File: config.mk
export PLATFORM = sky130hd
export DESIGN_NAME = fepcs_rx
export DESIGN_NICKNAME = d
export VERILOG_FILES = /design/src/fepcs_rx_dummy_guard.sv /design/src/fepcs_pkg.sv /design/src/fepcs_decode.sv /design/src/fepcs_rx.sv
export SDC_FILE = /design/constraint.sdc
export NUM_CORES = 1
export LEC_CHECK = 0
export BUFFER_PORTS_ARGS = -buffer_cell sky130_fd_sc_hd__buf_4
export CORE_AREA = 2 2 114 116
export DETAILED_ROUTE_END_ITERATION = 12
export DIE_AREA = 0 0 116 118
export PLACE_DENSITY_LB_ADDON = 0.25
export REMOVE_ABC_BUFFERS = 1
export SLEW_MARGIN = 25
export SYNTH_ARGS = -nofsm -noshare
export SYNTH_HDL_FRONTEND = slang
export SYNTH_SLANG_ARGS = --single-unit
File: constraint.sdc
create_clock -name core_clk -period 11.5 [get_ports core_clk]
set_input_delay 0.575 -clock core_clk [delete_from_list [all_inputs] [get_ports core_clk]]
set_output_delay 0.575 -clock core_clk [all_outputs]
set_load 0.05 [all_outputs]
File: src/fepcs_rx_dummy_guard.sv
// Holds no logic of its own

File: src/fepcs_pkg.sv
// Constants shared by the fast ethernet receive coding sublayer
package fepcs_pkg;
	// Clock rate and timing figures
	localparam int CLK_MHZ = 25;
	localparam int LINK_UP_TIME_US = 395;
	localparam int HOLD_TIME_US = 722;
	localparam int LINK_UP_CYCLES = LINK_UP_TIME_US * CLK_MHZ;
	localparam int HOLD_CYCLES = HOLD_TIME_US * CLK_MHZ;
	localparam int TIMER_WIDTH = 16;

	// Symbol framing
	localparam int GROUP_BITS = 5;
	localparam logic [2:0] GROUP_LAST = 3'h4;
	localparam int IDLE_LOCK_GROUPS = 12;
	localparam logic [5:0] LOCK_BITS = 6'(IDLE_LOCK_GROUPS * GROUP_BITS);
	localparam logic [5:0] HOLD_IDLE_BITS = 6'h3a;
	localparam logic [3:0] IDLE_PREFIX_BITS = 4'ha;
	localparam logic [3:0] CARRIER_LAST_BIT = 4'h6;

	// Code-groups and substituted nibbles
	localparam logic [4:0] CODE_J = 5'h18;
	localparam logic [4:0] CODE_K = 5'h11;
	localparam logic [4:0] CODE_T = 5'h0d;
	localparam logic [4:0] CODE_R = 5'h07;
	localparam logic [4:0] CODE_I = 5'h1f;
	localparam logic [4:0] CODE_H = 5'h04;
	localparam logic [3:0] PREAMBLE_NIBBLE = 4'h5;
	localparam logic [3:0] BAD_SSD_NIBBLE = 4'he;

	// Descrambler
	localparam int LFSR_WIDTH = 11;
	localparam int LFSR_TAP_HI = 10;
	localparam int LFSR_TAP_LO = 8;
	localparam logic [10:0] LFSR_RESET = 11'h7ff;

	// Coding sublayer configuration word
	localparam int CFG_WIDTH = 16;
	localparam int CFG_FORCE_SD_BIT = 1;
	localparam int CFG_LOCK_FOR_LINK_BIT = 8;

	// Counters and widths
	localparam int FC_WIDTH = 16;
	localparam int EQ_WIDTH = 8;

	typedef enum logic [1:0] {
		RX_IDLE,
		RX_CARRIER,
		RX_FRAME,
		RX_BAD
	} fepcs_rx_e;
endpackage

File: src/fepcs_decode.sv
// Five-bit code-group to nibble lookup
`timescale 1ns/100ps
module fepcs_decode (
	input wire logic [4:0] code,
	output logic [3:0] nibble,
	output logic invalid
);
	// Data table; control and unused groups flag invalid
	always_comb begin
		invalid = 1'b0;
		unique case (code)
			5'h1e: nibble = 4'h0;
			5'h09: nibble = 4'h1;
			5'h14: nibble = 4'h2;
			5'h15: nibble = 4'h3;
			5'h0a: nibble = 4'h4;
			5'h0b: nibble = 4'h5;
			5'h0e: nibble = 4'h6;
			5'h0f: nibble = 4'h7;
			5'h12: nibble = 4'h8;
			5'h13: nibble = 4'h9;
			5'h16: nibble = 4'ha;
			5'h17: nibble = 4'hb;
			5'h1a: nibble = 4'hc;
			5'h1b: nibble = 4'hd;
			5'h1c: nibble = 4'he;
			5'h1d: nibble = 4'hf;
			default: begin
				nibble = 4'h0;
				invalid = 1'b1;
			end
		endcase
	end
endmodule

File: src/fepcs_rx.sv
// Fast ethernet receive coding sublayer: decode, descramble, align, link monitor
//
// Notes on behaviour
// - Recovered 125 MHz line clock times all receive bit operations.
// - NRZI becomes NRZ, then goes to descrambler or straight to alignment.
// - Received bits are assembled into five-bit symbols for the receive state machine.
// - Descrambled bit is received bit XOR locally generated scrambler sequence bit.
// - Lock only after twelve consecutive unscrambled idle groups.
// - On lock, hold timer counts 722 us; 58 idle bits restart it.
// - Hold timer expiry drops lock, resets descrambler, starts reacquisition.
// - Start delimiter pair fixes the five-bit group boundary for following data.
// - Start delimiter after idles is replaced by two preamble nibbles 0101.
// - Groups decode to nibbles until end delimiter pair or two idles.
// - Standard table; halt and unused patterns decode as errors.
// - Descrambler and decoder each have a bypass passing raw code through.
// - Link up only after signal detect held continuously for 395 us.
// - Configuration bit 1 forces signal detect active.
// - Configuration bit 8 adds descrambler lock to link-up entry only.
// - Idle run followed by non-idle that is not start pair is bad.
// - Bad start delimiter drives receive error and nibble 1110 until two idles.
// - Each bad start delimiter adds exactly one to false-carrier counter.
// - Bad start delimiter pulses the false-carrier event after two idles.
// - Equalization amount is readable as a rough cable-length indication.
// - Normal and fast link pulses must not raise signal detect.
`timescale 1ns/100ps
module fepcs_rx #(
	parameter int LINK_UP_CYCLES = fepcs_pkg::LINK_UP_CYCLES,
	parameter int HOLD_CYCLES = fepcs_pkg::HOLD_CYCLES
) (
	input wire logic core_clk,
	input wire logic rst,
	input wire logic lineClk,
	input wire logic lineData,
	input wire logic signalDetect,
	input wire logic [fepcs_pkg::CFG_WIDTH-1:0] codingSublayerConfig,
	input wire logic bypassDescrambler,
	input wire logic bypassDecoder,
	input wire logic [fepcs_pkg::EQ_WIDTH-1:0] eqLevel,
	output logic rxClk,
	output logic [3:0] rxd,
	output logic rxDv,
	output logic rxEr,
	output logic [4:0] codeOut,
	output logic codeStrobe,
	output logic descramblerLocked,
	output logic linkUp,
	output logic [fepcs_pkg::FC_WIDTH-1:0] falseCarrierCount,
	output logic falseCarrierEvent,
	output logic [fepcs_pkg::EQ_WIDTH-1:0] eqLevelOut
);
	localparam int TW = fepcs_pkg::TIMER_WIDTH;

	// Timer lengths must fit the counters
	if (LINK_UP_CYCLES < 1 || LINK_UP_CYCLES >= (1 << TW)) begin : gLinkCheck
		$error("LINK_UP_CYCLES out of range");
	end
	if (HOLD_CYCLES < 1 || HOLD_CYCLES >= (1 << TW)) begin : gHoldCheck
		$error("HOLD_CYCLES out of range");
	end

	localparam logic [TW-1:0] LINK_LAST = TW'(LINK_UP_CYCLES - 1);
	localparam logic [TW-1:0] HOLD_LAST = TW'(HOLD_CYCLES - 1);

	typedef struct packed {
		logic [1:0] clkSync;
		logic [1:0] dataSync;
		logic [1:0] sdSync;
		logic clkPrev;
		logic nrziPrev;
		logic [fepcs_pkg::LFSR_WIDTH-1:0] lfsr;
		logic [5:0] matchCnt;
		logic locked;
		logic [TW-1:0] holdCnt;
		logic [5:0] idleRun;
		logic [9:0] win;
		logic [3:0] onesRun;
		fepcs_pkg::fepcs_rx_e rxSt;
		logic [3:0] carrCnt;
		logic [2:0] bitCnt;
		logic [4:0] prevGroup;
		logic [3:0] pendRxd;
		logic pendDv;
		logic pendEr;
		logic [3:0] rxd;
		logic rxDv;
		logic rxEr;
		logic rxClk;
		logic [4:0] codeOut;
		logic codeStrobe;
		logic [TW-1:0] linkCnt;
		logic linkUp;
		logic [fepcs_pkg::FC_WIDTH-1:0] fcCount;
		logic fcEvent;
		logic [fepcs_pkg::EQ_WIDTH-1:0] eqSync1;
		logic [fepcs_pkg::EQ_WIDTH-1:0] eqSync2;
		logic [fepcs_pkg::EQ_WIDTH-1:0] eqPrev;
		logic [fepcs_pkg::EQ_WIDTH-1:0] eqOut;
	} fepcs_state_s;

	localparam fepcs_state_s ST_RESET = '{
		lfsr: fepcs_pkg::LFSR_RESET,
		rxSt: fepcs_pkg::RX_IDLE,
		default: '0
	};

	fepcs_state_s st_reg;
	fepcs_state_s st_next;

	logic bitStrobe;
	logic sd;
	logic nrz;
	logic scrSeq;
	logic ud;
	logic groupDone;
	logic [9:0] winNew;
	logic [4:0] group;
	logic [3:0] decNibble;
	logic decInvalid;
	logic holdLoad;

	// Lookup of the completed group
	fepcs_decode uDecode (
		.code(group),
		.nibble(decNibble),
		.invalid(decInvalid)
	);

	// Bit path from the line pins
	always_comb begin
		bitStrobe = st_reg.clkSync[1] & ~st_reg.clkPrev;
		sd = st_reg.sdSync[1] | codingSublayerConfig[fepcs_pkg::CFG_FORCE_SD_BIT];
		nrz = st_reg.dataSync[1] ^ st_reg.nrziPrev;
		scrSeq = st_reg.lfsr[fepcs_pkg::LFSR_TAP_HI] ^ st_reg.lfsr[fepcs_pkg::LFSR_TAP_LO];
		ud = bypassDescrambler ? nrz : (nrz ^ scrSeq);
		winNew = {st_reg.win[8:0], ud};
		group = winNew[4:0];
		groupDone = bitStrobe && (st_reg.bitCnt == fepcs_pkg::GROUP_LAST);
	end

	// Next state of the whole receiver
	always_comb begin
		st_next = st_reg;
		holdLoad = 1'b0;
		st_next.clkSync = {st_reg.clkSync[0], lineClk};
		st_next.dataSync = {st_reg.dataSync[0], lineData};
		st_next.sdSync = {st_reg.sdSync[0], signalDetect};
		st_next.clkPrev = st_reg.clkSync[1];
		st_next.codeStrobe = 1'b0;
		st_next.fcEvent = 1'b0;

		// Equalizer level taken only when two samples agree
		st_next.eqSync1 = eqLevel;
		st_next.eqSync2 = st_reg.eqSync1;
		st_next.eqPrev = st_reg.eqSync2;
		if (st_reg.eqSync2 == st_reg.eqPrev) begin
			st_next.eqOut = st_reg.eqPrev;
		end

		// Link monitor; qualification time rejects link pulse bursts
		if (!sd) begin
			st_next.linkCnt = '0;
			st_next.linkUp = 1'b0;
		end else if (!st_reg.linkUp) begin
			if (st_reg.linkCnt != LINK_LAST) begin
				st_next.linkCnt = st_reg.linkCnt + 1'b1;
			end else if (!codingSublayerConfig[fepcs_pkg::CFG_LOCK_FOR_LINK_BIT]
					|| st_reg.locked) begin
				st_next.linkUp = 1'b1;
			end
		end

		if (!sd) begin
			// Loss of signal clears descrambler and receive state; group counter holds
			st_next.lfsr = fepcs_pkg::LFSR_RESET;
			st_next.matchCnt = '0;
			st_next.locked = 1'b0;
			st_next.idleRun = '0;
			st_next.onesRun = '0;
			st_next.rxSt = fepcs_pkg::RX_IDLE;
			st_next.rxDv = 1'b0;
			st_next.rxEr = 1'b0;
			st_next.pendDv = 1'b0;
			st_next.pendEr = 1'b0;
		end else if (bitStrobe) begin
			st_next.nrziPrev = st_reg.dataSync[1];
			st_next.win = winNew;

			// Descrambler acquisition and hold supervision
			if (!st_reg.locked) begin
				st_next.lfsr = {st_reg.lfsr[9:0], ~nrz};
				if (scrSeq == ~nrz) begin
					st_next.matchCnt = st_reg.matchCnt + 1'b1;
				end else begin
					st_next.matchCnt = '0;
				end
				if (st_reg.matchCnt == fepcs_pkg::LOCK_BITS - 6'h1 && scrSeq == ~nrz) begin
					st_next.locked = 1'b1;
					st_next.holdCnt = HOLD_LAST;
					st_next.idleRun = '0;
				end
			end else begin
				st_next.lfsr = {st_reg.lfsr[9:0], scrSeq};
				st_next.idleRun = ud ? st_reg.idleRun + 1'b1 : 6'h0;
				if (ud && st_reg.idleRun == fepcs_pkg::HOLD_IDLE_BITS - 6'h1) begin
					st_next.holdCnt = HOLD_LAST;
					holdLoad = 1'b1;
					st_next.idleRun = '0;
				end
			end

			// Run of ones ahead of a carrier, only on usable data
			if (!(st_reg.locked || bypassDescrambler) || !ud) begin
				st_next.onesRun = '0;
			end else if (st_reg.onesRun != fepcs_pkg::IDLE_PREFIX_BITS) begin
				st_next.onesRun = st_reg.onesRun + 1'b1;
			end

			// Free-running group counter, forced on alignment
			st_next.bitCnt = groupDone ? 3'h0 : st_reg.bitCnt + 1'b1;
			if (groupDone) begin
				st_next.codeOut = group;
				st_next.codeStrobe = 1'b1;
				st_next.prevGroup = group;
			end

			unique case (st_reg.rxSt)
				fepcs_pkg::RX_IDLE: begin
					if (st_reg.linkUp && !bypassDecoder && !ud
							&& st_reg.onesRun == fepcs_pkg::IDLE_PREFIX_BITS) begin
						st_next.rxSt = fepcs_pkg::RX_CARRIER;
						st_next.carrCnt = '0;
					end
				end
				fepcs_pkg::RX_CARRIER: begin
					st_next.carrCnt = st_reg.carrCnt + 1'b1;
					if (st_reg.carrCnt == fepcs_pkg::CARRIER_LAST_BIT) begin
						st_next.bitCnt = 3'h0;
						st_next.prevGroup = group;
						if (winNew == {fepcs_pkg::CODE_J, fepcs_pkg::CODE_K}) begin
							st_next.rxSt = fepcs_pkg::RX_FRAME;
							st_next.rxd = fepcs_pkg::PREAMBLE_NIBBLE;
							st_next.rxDv = 1'b1;
							st_next.rxEr = 1'b0;
							st_next.pendRxd = fepcs_pkg::PREAMBLE_NIBBLE;
							st_next.pendDv = 1'b1;
							st_next.pendEr = 1'b0;
						end else begin
							st_next.rxSt = fepcs_pkg::RX_BAD;
							st_next.fcCount = st_reg.fcCount + 1'b1;
							st_next.rxd = fepcs_pkg::BAD_SSD_NIBBLE;
							st_next.rxDv = 1'b0;
							st_next.rxEr = 1'b1;
						end
					end
				end
				fepcs_pkg::RX_FRAME: begin
					if (groupDone) begin
						st_next.rxd = st_reg.pendRxd;
						st_next.rxDv = st_reg.pendDv;
						st_next.rxEr = st_reg.pendEr;
						if ((group == fepcs_pkg::CODE_R && st_reg.prevGroup == fepcs_pkg::CODE_T)
								|| (group == fepcs_pkg::CODE_I
								&& st_reg.prevGroup == fepcs_pkg::CODE_I)) begin
							st_next.rxSt = fepcs_pkg::RX_IDLE;
							st_next.rxDv = 1'b0;
							st_next.rxEr = 1'b0;
							st_next.pendDv = 1'b0;
							st_next.pendEr = 1'b0;
						end else begin
							st_next.pendRxd = decNibble;
							st_next.pendDv = 1'b1;
							st_next.pendEr = decInvalid && group != fepcs_pkg::CODE_T
								&& group != fepcs_pkg::CODE_R;
						end
					end
				end
				fepcs_pkg::RX_BAD: begin
					if (groupDone) begin
						st_next.rxd = fepcs_pkg::BAD_SSD_NIBBLE;
						st_next.rxEr = 1'b1;
						if (group == fepcs_pkg::CODE_I && st_reg.prevGroup == fepcs_pkg::CODE_I) begin
							st_next.rxSt = fepcs_pkg::RX_IDLE;
							st_next.rxEr = 1'b0;
							st_next.rxd = 4'h0;
							st_next.fcEvent = 1'b1;
						end
					end
				end
			endcase

			// Hold timer expiry forces reacquisition
			if (st_reg.locked && st_reg.holdCnt == '0) begin
				st_next.locked = 1'b0;
				st_next.lfsr = fepcs_pkg::LFSR_RESET;
				st_next.matchCnt = '0;
				st_next.idleRun = '0;
			end
		end

		// Hold timer counts core clocks while locked
		if (sd && st_reg.locked && st_next.locked && st_reg.holdCnt != '0 && !holdLoad) begin
			st_next.holdCnt = st_reg.holdCnt - 1'b1;
		end

		// Receive clock high for the second part of each group
		st_next.rxClk = st_next.bitCnt >= 3'h2;
	end

	// State register
	always_ff @(posedge core_clk or posedge rst) begin
		if (rst) begin
			st_reg <= ST_RESET;
		end else begin
			st_reg <= st_next;
		end
	end

	// Outputs straight from the state register
	assign rxClk = st_reg.rxClk;
	assign rxd = st_reg.rxd;
	assign rxDv = st_reg.rxDv;
	assign rxEr = st_reg.rxEr;
	assign codeOut = st_reg.codeOut;
	assign codeStrobe = st_reg.codeStrobe;
	assign descramblerLocked = st_reg.locked;
	assign linkUp = st_reg.linkUp;
	assign falseCarrierCount = st_reg.fcCount;
	assign falseCarrierEvent = st_reg.fcEvent;
	assign eqLevelOut = st_reg.eqOut;
endmodule

Word level (Yosys, flattened, before mapping)
Cells that the tools add are included.
{"block": "totals", "ff_bits": 161, "input_bits": 31}
{"block": "op_classes", "add_sub_neg": 8, "order_cmp": 1, "n_eq_ne": 57, "mux": 67, "bitwise_logic": 8, "n_reduce_logical": 49}
{"op": "80-bit two-way mux", "n": 1}
{"op": "5-bit == test (second input constant)", "n": 13}
{"op": "4-bit case mux with 15 select lines", "n": 1}
{"op": "16-bit two-way mux", "n": 3}
{"op": "6-bit two-way mux", "n": 8}
{"op": "22-bit two-way mux", "n": 2}
{"op": "18-bit two-way mux", "n": 2}
{"op": "17-bit two-way mux", "n": 2}
{"op": "16-bit by 1-bit adder with 16-bit output (second input constant)", "n": 2}
{"op": "5-bit by 4-bit == test with 1-bit output (second input constant)", "n": 6}
{"op": "12-bit two-way mux", "n": 2}
{"op": "23-bit two-way mux", "n": 1}
{"op": "3-bit != test (second input constant)", "n": 7}
{"op": "1-bit two-way mux", "n": 20}
{"op": "20-bit two-way mux", "n": 1}
{"op": "4-bit two-way mux", "n": 5}
{"op": "2-bit two-way mux", "n": 9}
{"op": "16-bit logical NOT", "n": 1}
{"op": "16-bit by 14-bit != test with 1-bit output (second input constant)", "n": 1}
{"op": "2-bit != test (second input constant)", "n": 8}
{"op": "16-bit nonzero test", "n": 1}
{"op": "16-bit OR reduction", "n": 1}
{"op": "16-bit by 1-bit subtractor with 16-bit output (second input constant)", "n": 1}
{"op": "1-bit logical AND", "n": 15}
{"op": "other kinds (47)", "n": 77}

Depth between registers and ports, before layout
{"block": "logic_depth", "word_depth": 18, "ltp_mapped": 8, "ltp_nobuf": 7}

Modules after synthesis
From an unflattened synthesis, not the netlist that was laid out.
{"block": "hier_totals", "cells_unflattened": 720, "hier_area_um2": 7628.6}
{"module": "fepcs_rx", "instances": 1, "cells_per_inst": 700, "area_each_um2": 7504.7}
{"module": "fepcs_decode", "instances": 1, "cells_per_inst": 20, "area_each_um2": 123.9}

Least setup slack after synthesis
Ideal clock, no wire load.
{"block": "synth_path", "kind": "reg2reg", "start": "register st_reg[150] (netlist name)", "end": "register st_reg[97] (netlist name)", "setup_time_ns": 0.142, "t_arrival_ns": 1.977, "required_ns": 11.358, "slack_ns": 9.382, "path_stages_with_launch": 7, "path_buffers": 1, "period_less_slack_ns": 2.118, "cell_sequence": "dfstp_2 -> xnor2_2 -> o21a_1 -> buf_4 -> o41a_1 -> a2111oi_2 -> o32ai_2"}
{"block": "synth_via", "elab_chain_cells": 9, "elab_cells_between_ends": 21}
{"item": "start, declared", "line_no": "fepcs_rx.sv:106", "source": "fepcs_state_s st_reg;"}
{"item": "start signal, assigned", "line_no": "fepcs_rx.sv:314", "source": "st_reg <= st_next;"}
{"item": "1-bit bitwise XOR (*)", "line_no": "fepcs_rx.sv:133", "source": "scrSeq = st_reg.lfsr[fepcs_pkg::LFSR_TAP_HI] ^ st_reg.lfsr[fepcs_pkg::LFSR_TAP_LO];"}
{"item": "1-bit bitwise XOR (*)", "line_no": "fepcs_rx.sv:134", "source": "ud = bypassDescrambler ? nrz : (nrz ^ scrSeq);"}
{"item": "1-bit two-way mux (*)", "line_no": "fepcs_rx.sv:134"}
{"item": "10-bit == test", "line_no": "fepcs_rx.sv:239", "source": "if (winNew == {fepcs_pkg::CODE_J, fepcs_pkg::CODE_K}) begin"}
{"item": "1-bit two-way mux", "line_no": "fepcs_rx.sv:239"}
{"item": "2-bit two-way mux", "line_no": "fepcs_rx.sv:236", "source": "if (st_reg.carrCnt == fepcs_pkg::CARRIER_LAST_BIT) begin"}
{"item": "2-bit case mux with 4 select lines", "line_no": "fepcs_rx.sv:226", "source": "unique case (st_reg.rxSt)"}
{"item": "80-bit two-way mux", "line_no": "fepcs_rx.sv:184", "source": "end else if (bitStrobe) begin"}
{"item": "6-bit two-way mux", "line_no": "fepcs_rx.sv:172", "source": "if (!sd) begin"}
Mark *: on every way between the ends. The rest lies on a longest branch, timed or not. The select of a mux whose other input is x is not followed.
A chain may end at the register's enable or synchronous reset.

Final worst setup path
{"block": "layout_path", "start": "register st_reg (netlist bit st_next[154])", "end": "register st_reg[116] (netlist name)"}
{"block": "layout_via", "elab_chain_cells": 3}
{"item": "1-bit bitwise AND", "line_no": "fepcs_rx.sv:130", "source": "bitStrobe = st_reg.clkSync[1] & ~st_reg.clkPrev;"}
{"item": "2-bit != test (no source line)"}
{"item": "2-bit AND reduction (no source line)"}
No other way between the ends.

==> flow_summary_export.csv <==
group,metric,value,unit
sta,finalSetupViolCount,0,
detailed_routing,via_per_inst,6.09,
sta,min_period,2.87,ns
yosys,yosys_warnings,0,
placed_design,hpwl,10800,um
clocking,path_clk_slew,0.06,ns
clocking,cts_resized,0,
power_and_ir_drop,power.total,1.43,mW
clocking,cts_tree,"built",
sta,rsz0062_at_grt,"no",
layout,syn_to_final_growth,11.2,%
yosys,ys_seq_area_share,51.0,%
layout,instances_no_fill,957,
yosys,postSynthCellCount,750,
yosys,synth-seq-cells,160,
detailed_routing,routed_wl,16300,um
setup_path,path_cells,"nor2b_1 > nand2_1 > nor4_1 > nand2_1 > o211ai_1",
detailed_routing,drtPass1Iterations,5,
global_route,grt_overflow_total,0,
layout,finalInstanceArea,0.00875,mm2
setup_path,cp.arrival,3.22,ns
sta,drv_slew,0,
floorplan,die_area,0.0137,mm2
clocking,postCtsSetupBuffers,0,
worst_hold_path,hold_class,"in -> reg",
sta,period_share,25.0,%
detailed_routing,avgRoutedWirePerCell,17.1,um
setup_path,crit_type,"reg -> reg",
layout,largest_reg_flops,96,
sta,holdWs,0.249,ns
power_and_ir_drop,power.density,163,mW/mm2
yosys,avgSynthCellArea,10.5,um2
power_and_ir_drop,leakage,3.93,nW
sta,fmax,0.348,GHz
setup_path,start_kind,"flip-flop",
yosys,async_reset_ff_share,100,%
placed_design,port_buffers,56,
power_and_ir_drop,vdd_drop_max,0.114,mV
clocking,cts-root-buf,"clkbuf_16",
yosys,synth_edf_count,0,
setup_path,slowest_stage,"nor4_1",
clocking,cts-buffers-inserted,17,
sta,hold_viol,0,
floorplan,fp-row-count,41,
setup_path,cp_num_buf_inv,0,
detailed_routing,ant_nets,0,
yosys,mappedNetlistArea,0.00787,mm2
global_route,grt_first_pass_wirelength,28000,um
setup_path,cp.required,11.85,ns
setup_path,critical_path.top_delay_family,"simple AND/OR/NAND/NOR gates",
sta,worst_slew_pin_slew,0.917,ns
detailed_routing,drc,0,
floorplan,io_pins,71,
placed_design,gp_congestion,0.882,
layout,nets,821,
setup_path,worst_path_largest_cell_delay,0.87,ns
sta,slew_headroom,37.9,%
sta,final.setup.tns,0,ns
run,drv_cap,0,
layout,fillers,919,
yosys,synth-main-ff-cell,"dfrtp_1",
floorplan,die_y,118,um
setup_path,cp_max_fo,28,
clocking,cts_buffer_depth,2,
clocking,ctsHtreeMaxLevel,4,
clocking,ctsHoldBuffers,0,
clocking,clk_latency,0.43,ns
global_route,antenna_found_initial,0,
layout,drive_gt1_share,18.3,%
yosys,synth_cell_types,76,
floorplan,die_w,116,um
floorplan,core,0.0124,mm2
global_route,first_global_vias,5774,
global_route,gr-usage-all-layers,25.7,%
placed_design,placed_cell_area,0.00817,mm2
layout,num_antenna_cells,0,
outcome,status,"finished clean",
floorplan,start_util,63.4,%
setup_path,endpoint_kind,"flip-flop",
detailed_routing,vias,5826,
sta,skew,0.00840,ns
clocking,clkSinkCount,160,
global_route,grt_max_degree,82,
placed_design,place_inst,925,
setup_path,path_common_cell,"nand2_1",
detailed_routing,drt_iter0_drc,540,
cell families (layout without fill, tap and decap cells):
group | count (synthesis) | after routing | share of synthesized area (%)
xor gates and xnor gates | 51 | 51 | 5.86
buffers and inverters | 88 | 123 | 6.23
muxes | 25 | 25 | 3.51
adders and majority gates | 18 | 18 | 2.86
DFF | 160 | 160 | 51.0
and+or+nand+nor | 267 | 267 | 17.9
AOI/OAI and AO/OA | 141 | 141 | 12.6
per-layer routing:
| layer | routed length, um | track usage (%) |
|---|---|---|
| met4 | 261 | 8.56 |
| met2 | 8060 | 40.2 |
| met5 | 0 | 0 |
| met3 | 786 | 6.08 |
| met1 | 7220 | 35.4 |
placed cells by master (no fill, tap or decap), types with 6 or more instances in the layout:
| cell type | synthesis | layout |
|---|---|---|
| clkbuf_16 | 0 | 17 |
| o31ai_1 | 8 | 8 |
| xnor2_1 | 15 | 15 |
| nand4_1 | 21 | 21 |
| inv_1 | 30 | 29 |
| or3_1 | 8 | 8 |
| o21ai_0 | 35 | 34 |
| mux2_2 | 20 | 20 |
| nand2_1 | 60 | 60 |
| nand3_1 | 31 | 31 |
| dfstp_2 | 11 | 11 |
| xor2_1 | 34 | 34 |
| ha_1 | 18 | 18 |
| buf_4 | 36 | 59 |
| or2_2 | 6 | 6 |
| dfrtp_1 | 149 | 149 |
| and3_1 | 7 | 7 |
| o22a_1 | 11 | 11 |
| nor2_1 | 55 | 54 |
| nor4_1 | 11 | 11 |
| o211ai_1 | 6 | 6 |
| a21oi_1 | 25 | 25 |
| nor3_1 | 20 | 20 |
| or4_1 | 7 | 7 |
cell usage after synthesis, drive strengths merged, types with 7 or more instances:
| library cell | n | area, um2 |
|---|---|---|
| dfrtp | 149 | 3730 |
| o21ai | 36 | 184 |
| nand3 | 31 | 155 |
| or4 | 7 | 52.6 |
| clkbuf | 12 | 46.3 |
| mux2 | 21 | 236 |
| nor3 | 21 | 110 |
| or3 | 8 | 50.1 |
| xnor2 | 17 | 164 |
| nor4 | 12 | 81.3 |
| and3 | 7 | 43.8 |
| nand4 | 21 | 131 |
| xor2 | 34 | 298 |
| ha | 18 | 225 |
| o22a | 11 | 96.3 |
| nand2 | 60 | 225 |
| a21oi | 25 | 125 |
| nor2 | 55 | 206 |
| dfstp | 11 | 289 |
| buf | 45 | 328 |
| inv | 30 | 113 |
| o31ai | 9 | 72.6 |
power by group:
group / switching, mW / internal, mW
Combinational: 0.136 / 0.0806
Clock: 0.231 / 0.317
Sequential: 0.0480 / 0.612
Total: 0.416 / 1.01
through the flow:
stage | util [%] | setup slack (ns)
after global placement | 65.8 | 8.58
final | 70.5 | 8.63
after floorplan | - | 6.62
after CTS | 70.5 | 8.67
after detailed placement | 65.8 | 8.50
after global routing | 70.5 | 8.37
worst register-to-register path, cell delays in order (launching register included):
cell and delay [ns]:
dfrtp_1 0.38, nor2b_1 0.37, nand2_1 0.65, nor4_1 0.88, nand2_1 0.27, o211ai_1 0.24
final timing paths:
path / depth (start not counted) / startpoint / endpoint / slack [ns]
setup / recovery: 5 / st_next[154] / st_reg[116] / 8.63
hold / removal: 1 / eqLevel[6] / st_next[22] / 0.25
setup reg to reg: 5 / st_next[154] / st_reg[116] / 8.63
hold reg to reg: 0 / st_next[156] / st_reg[156] / 0.35
max in group asynchronous: 3 / rst / st_reg[136] / 10.07
min in group asynchronous: 2 / rst / falseCarrierCount[10] / 0.27
cell type report:
type	instances	area, um2	area share (%)
Timing Repair Buffer	60	454	5.19
Inverter	31	121	1.39
Clock buffer	21	470	5.37
Tap cell	172	215	2.46
Clock inverter	11	106	1.21
Multi-Input combinational cell	502	3370	38.5
Sequential cell	160	4020	45.9
Power figures use the tool's default switching activity.
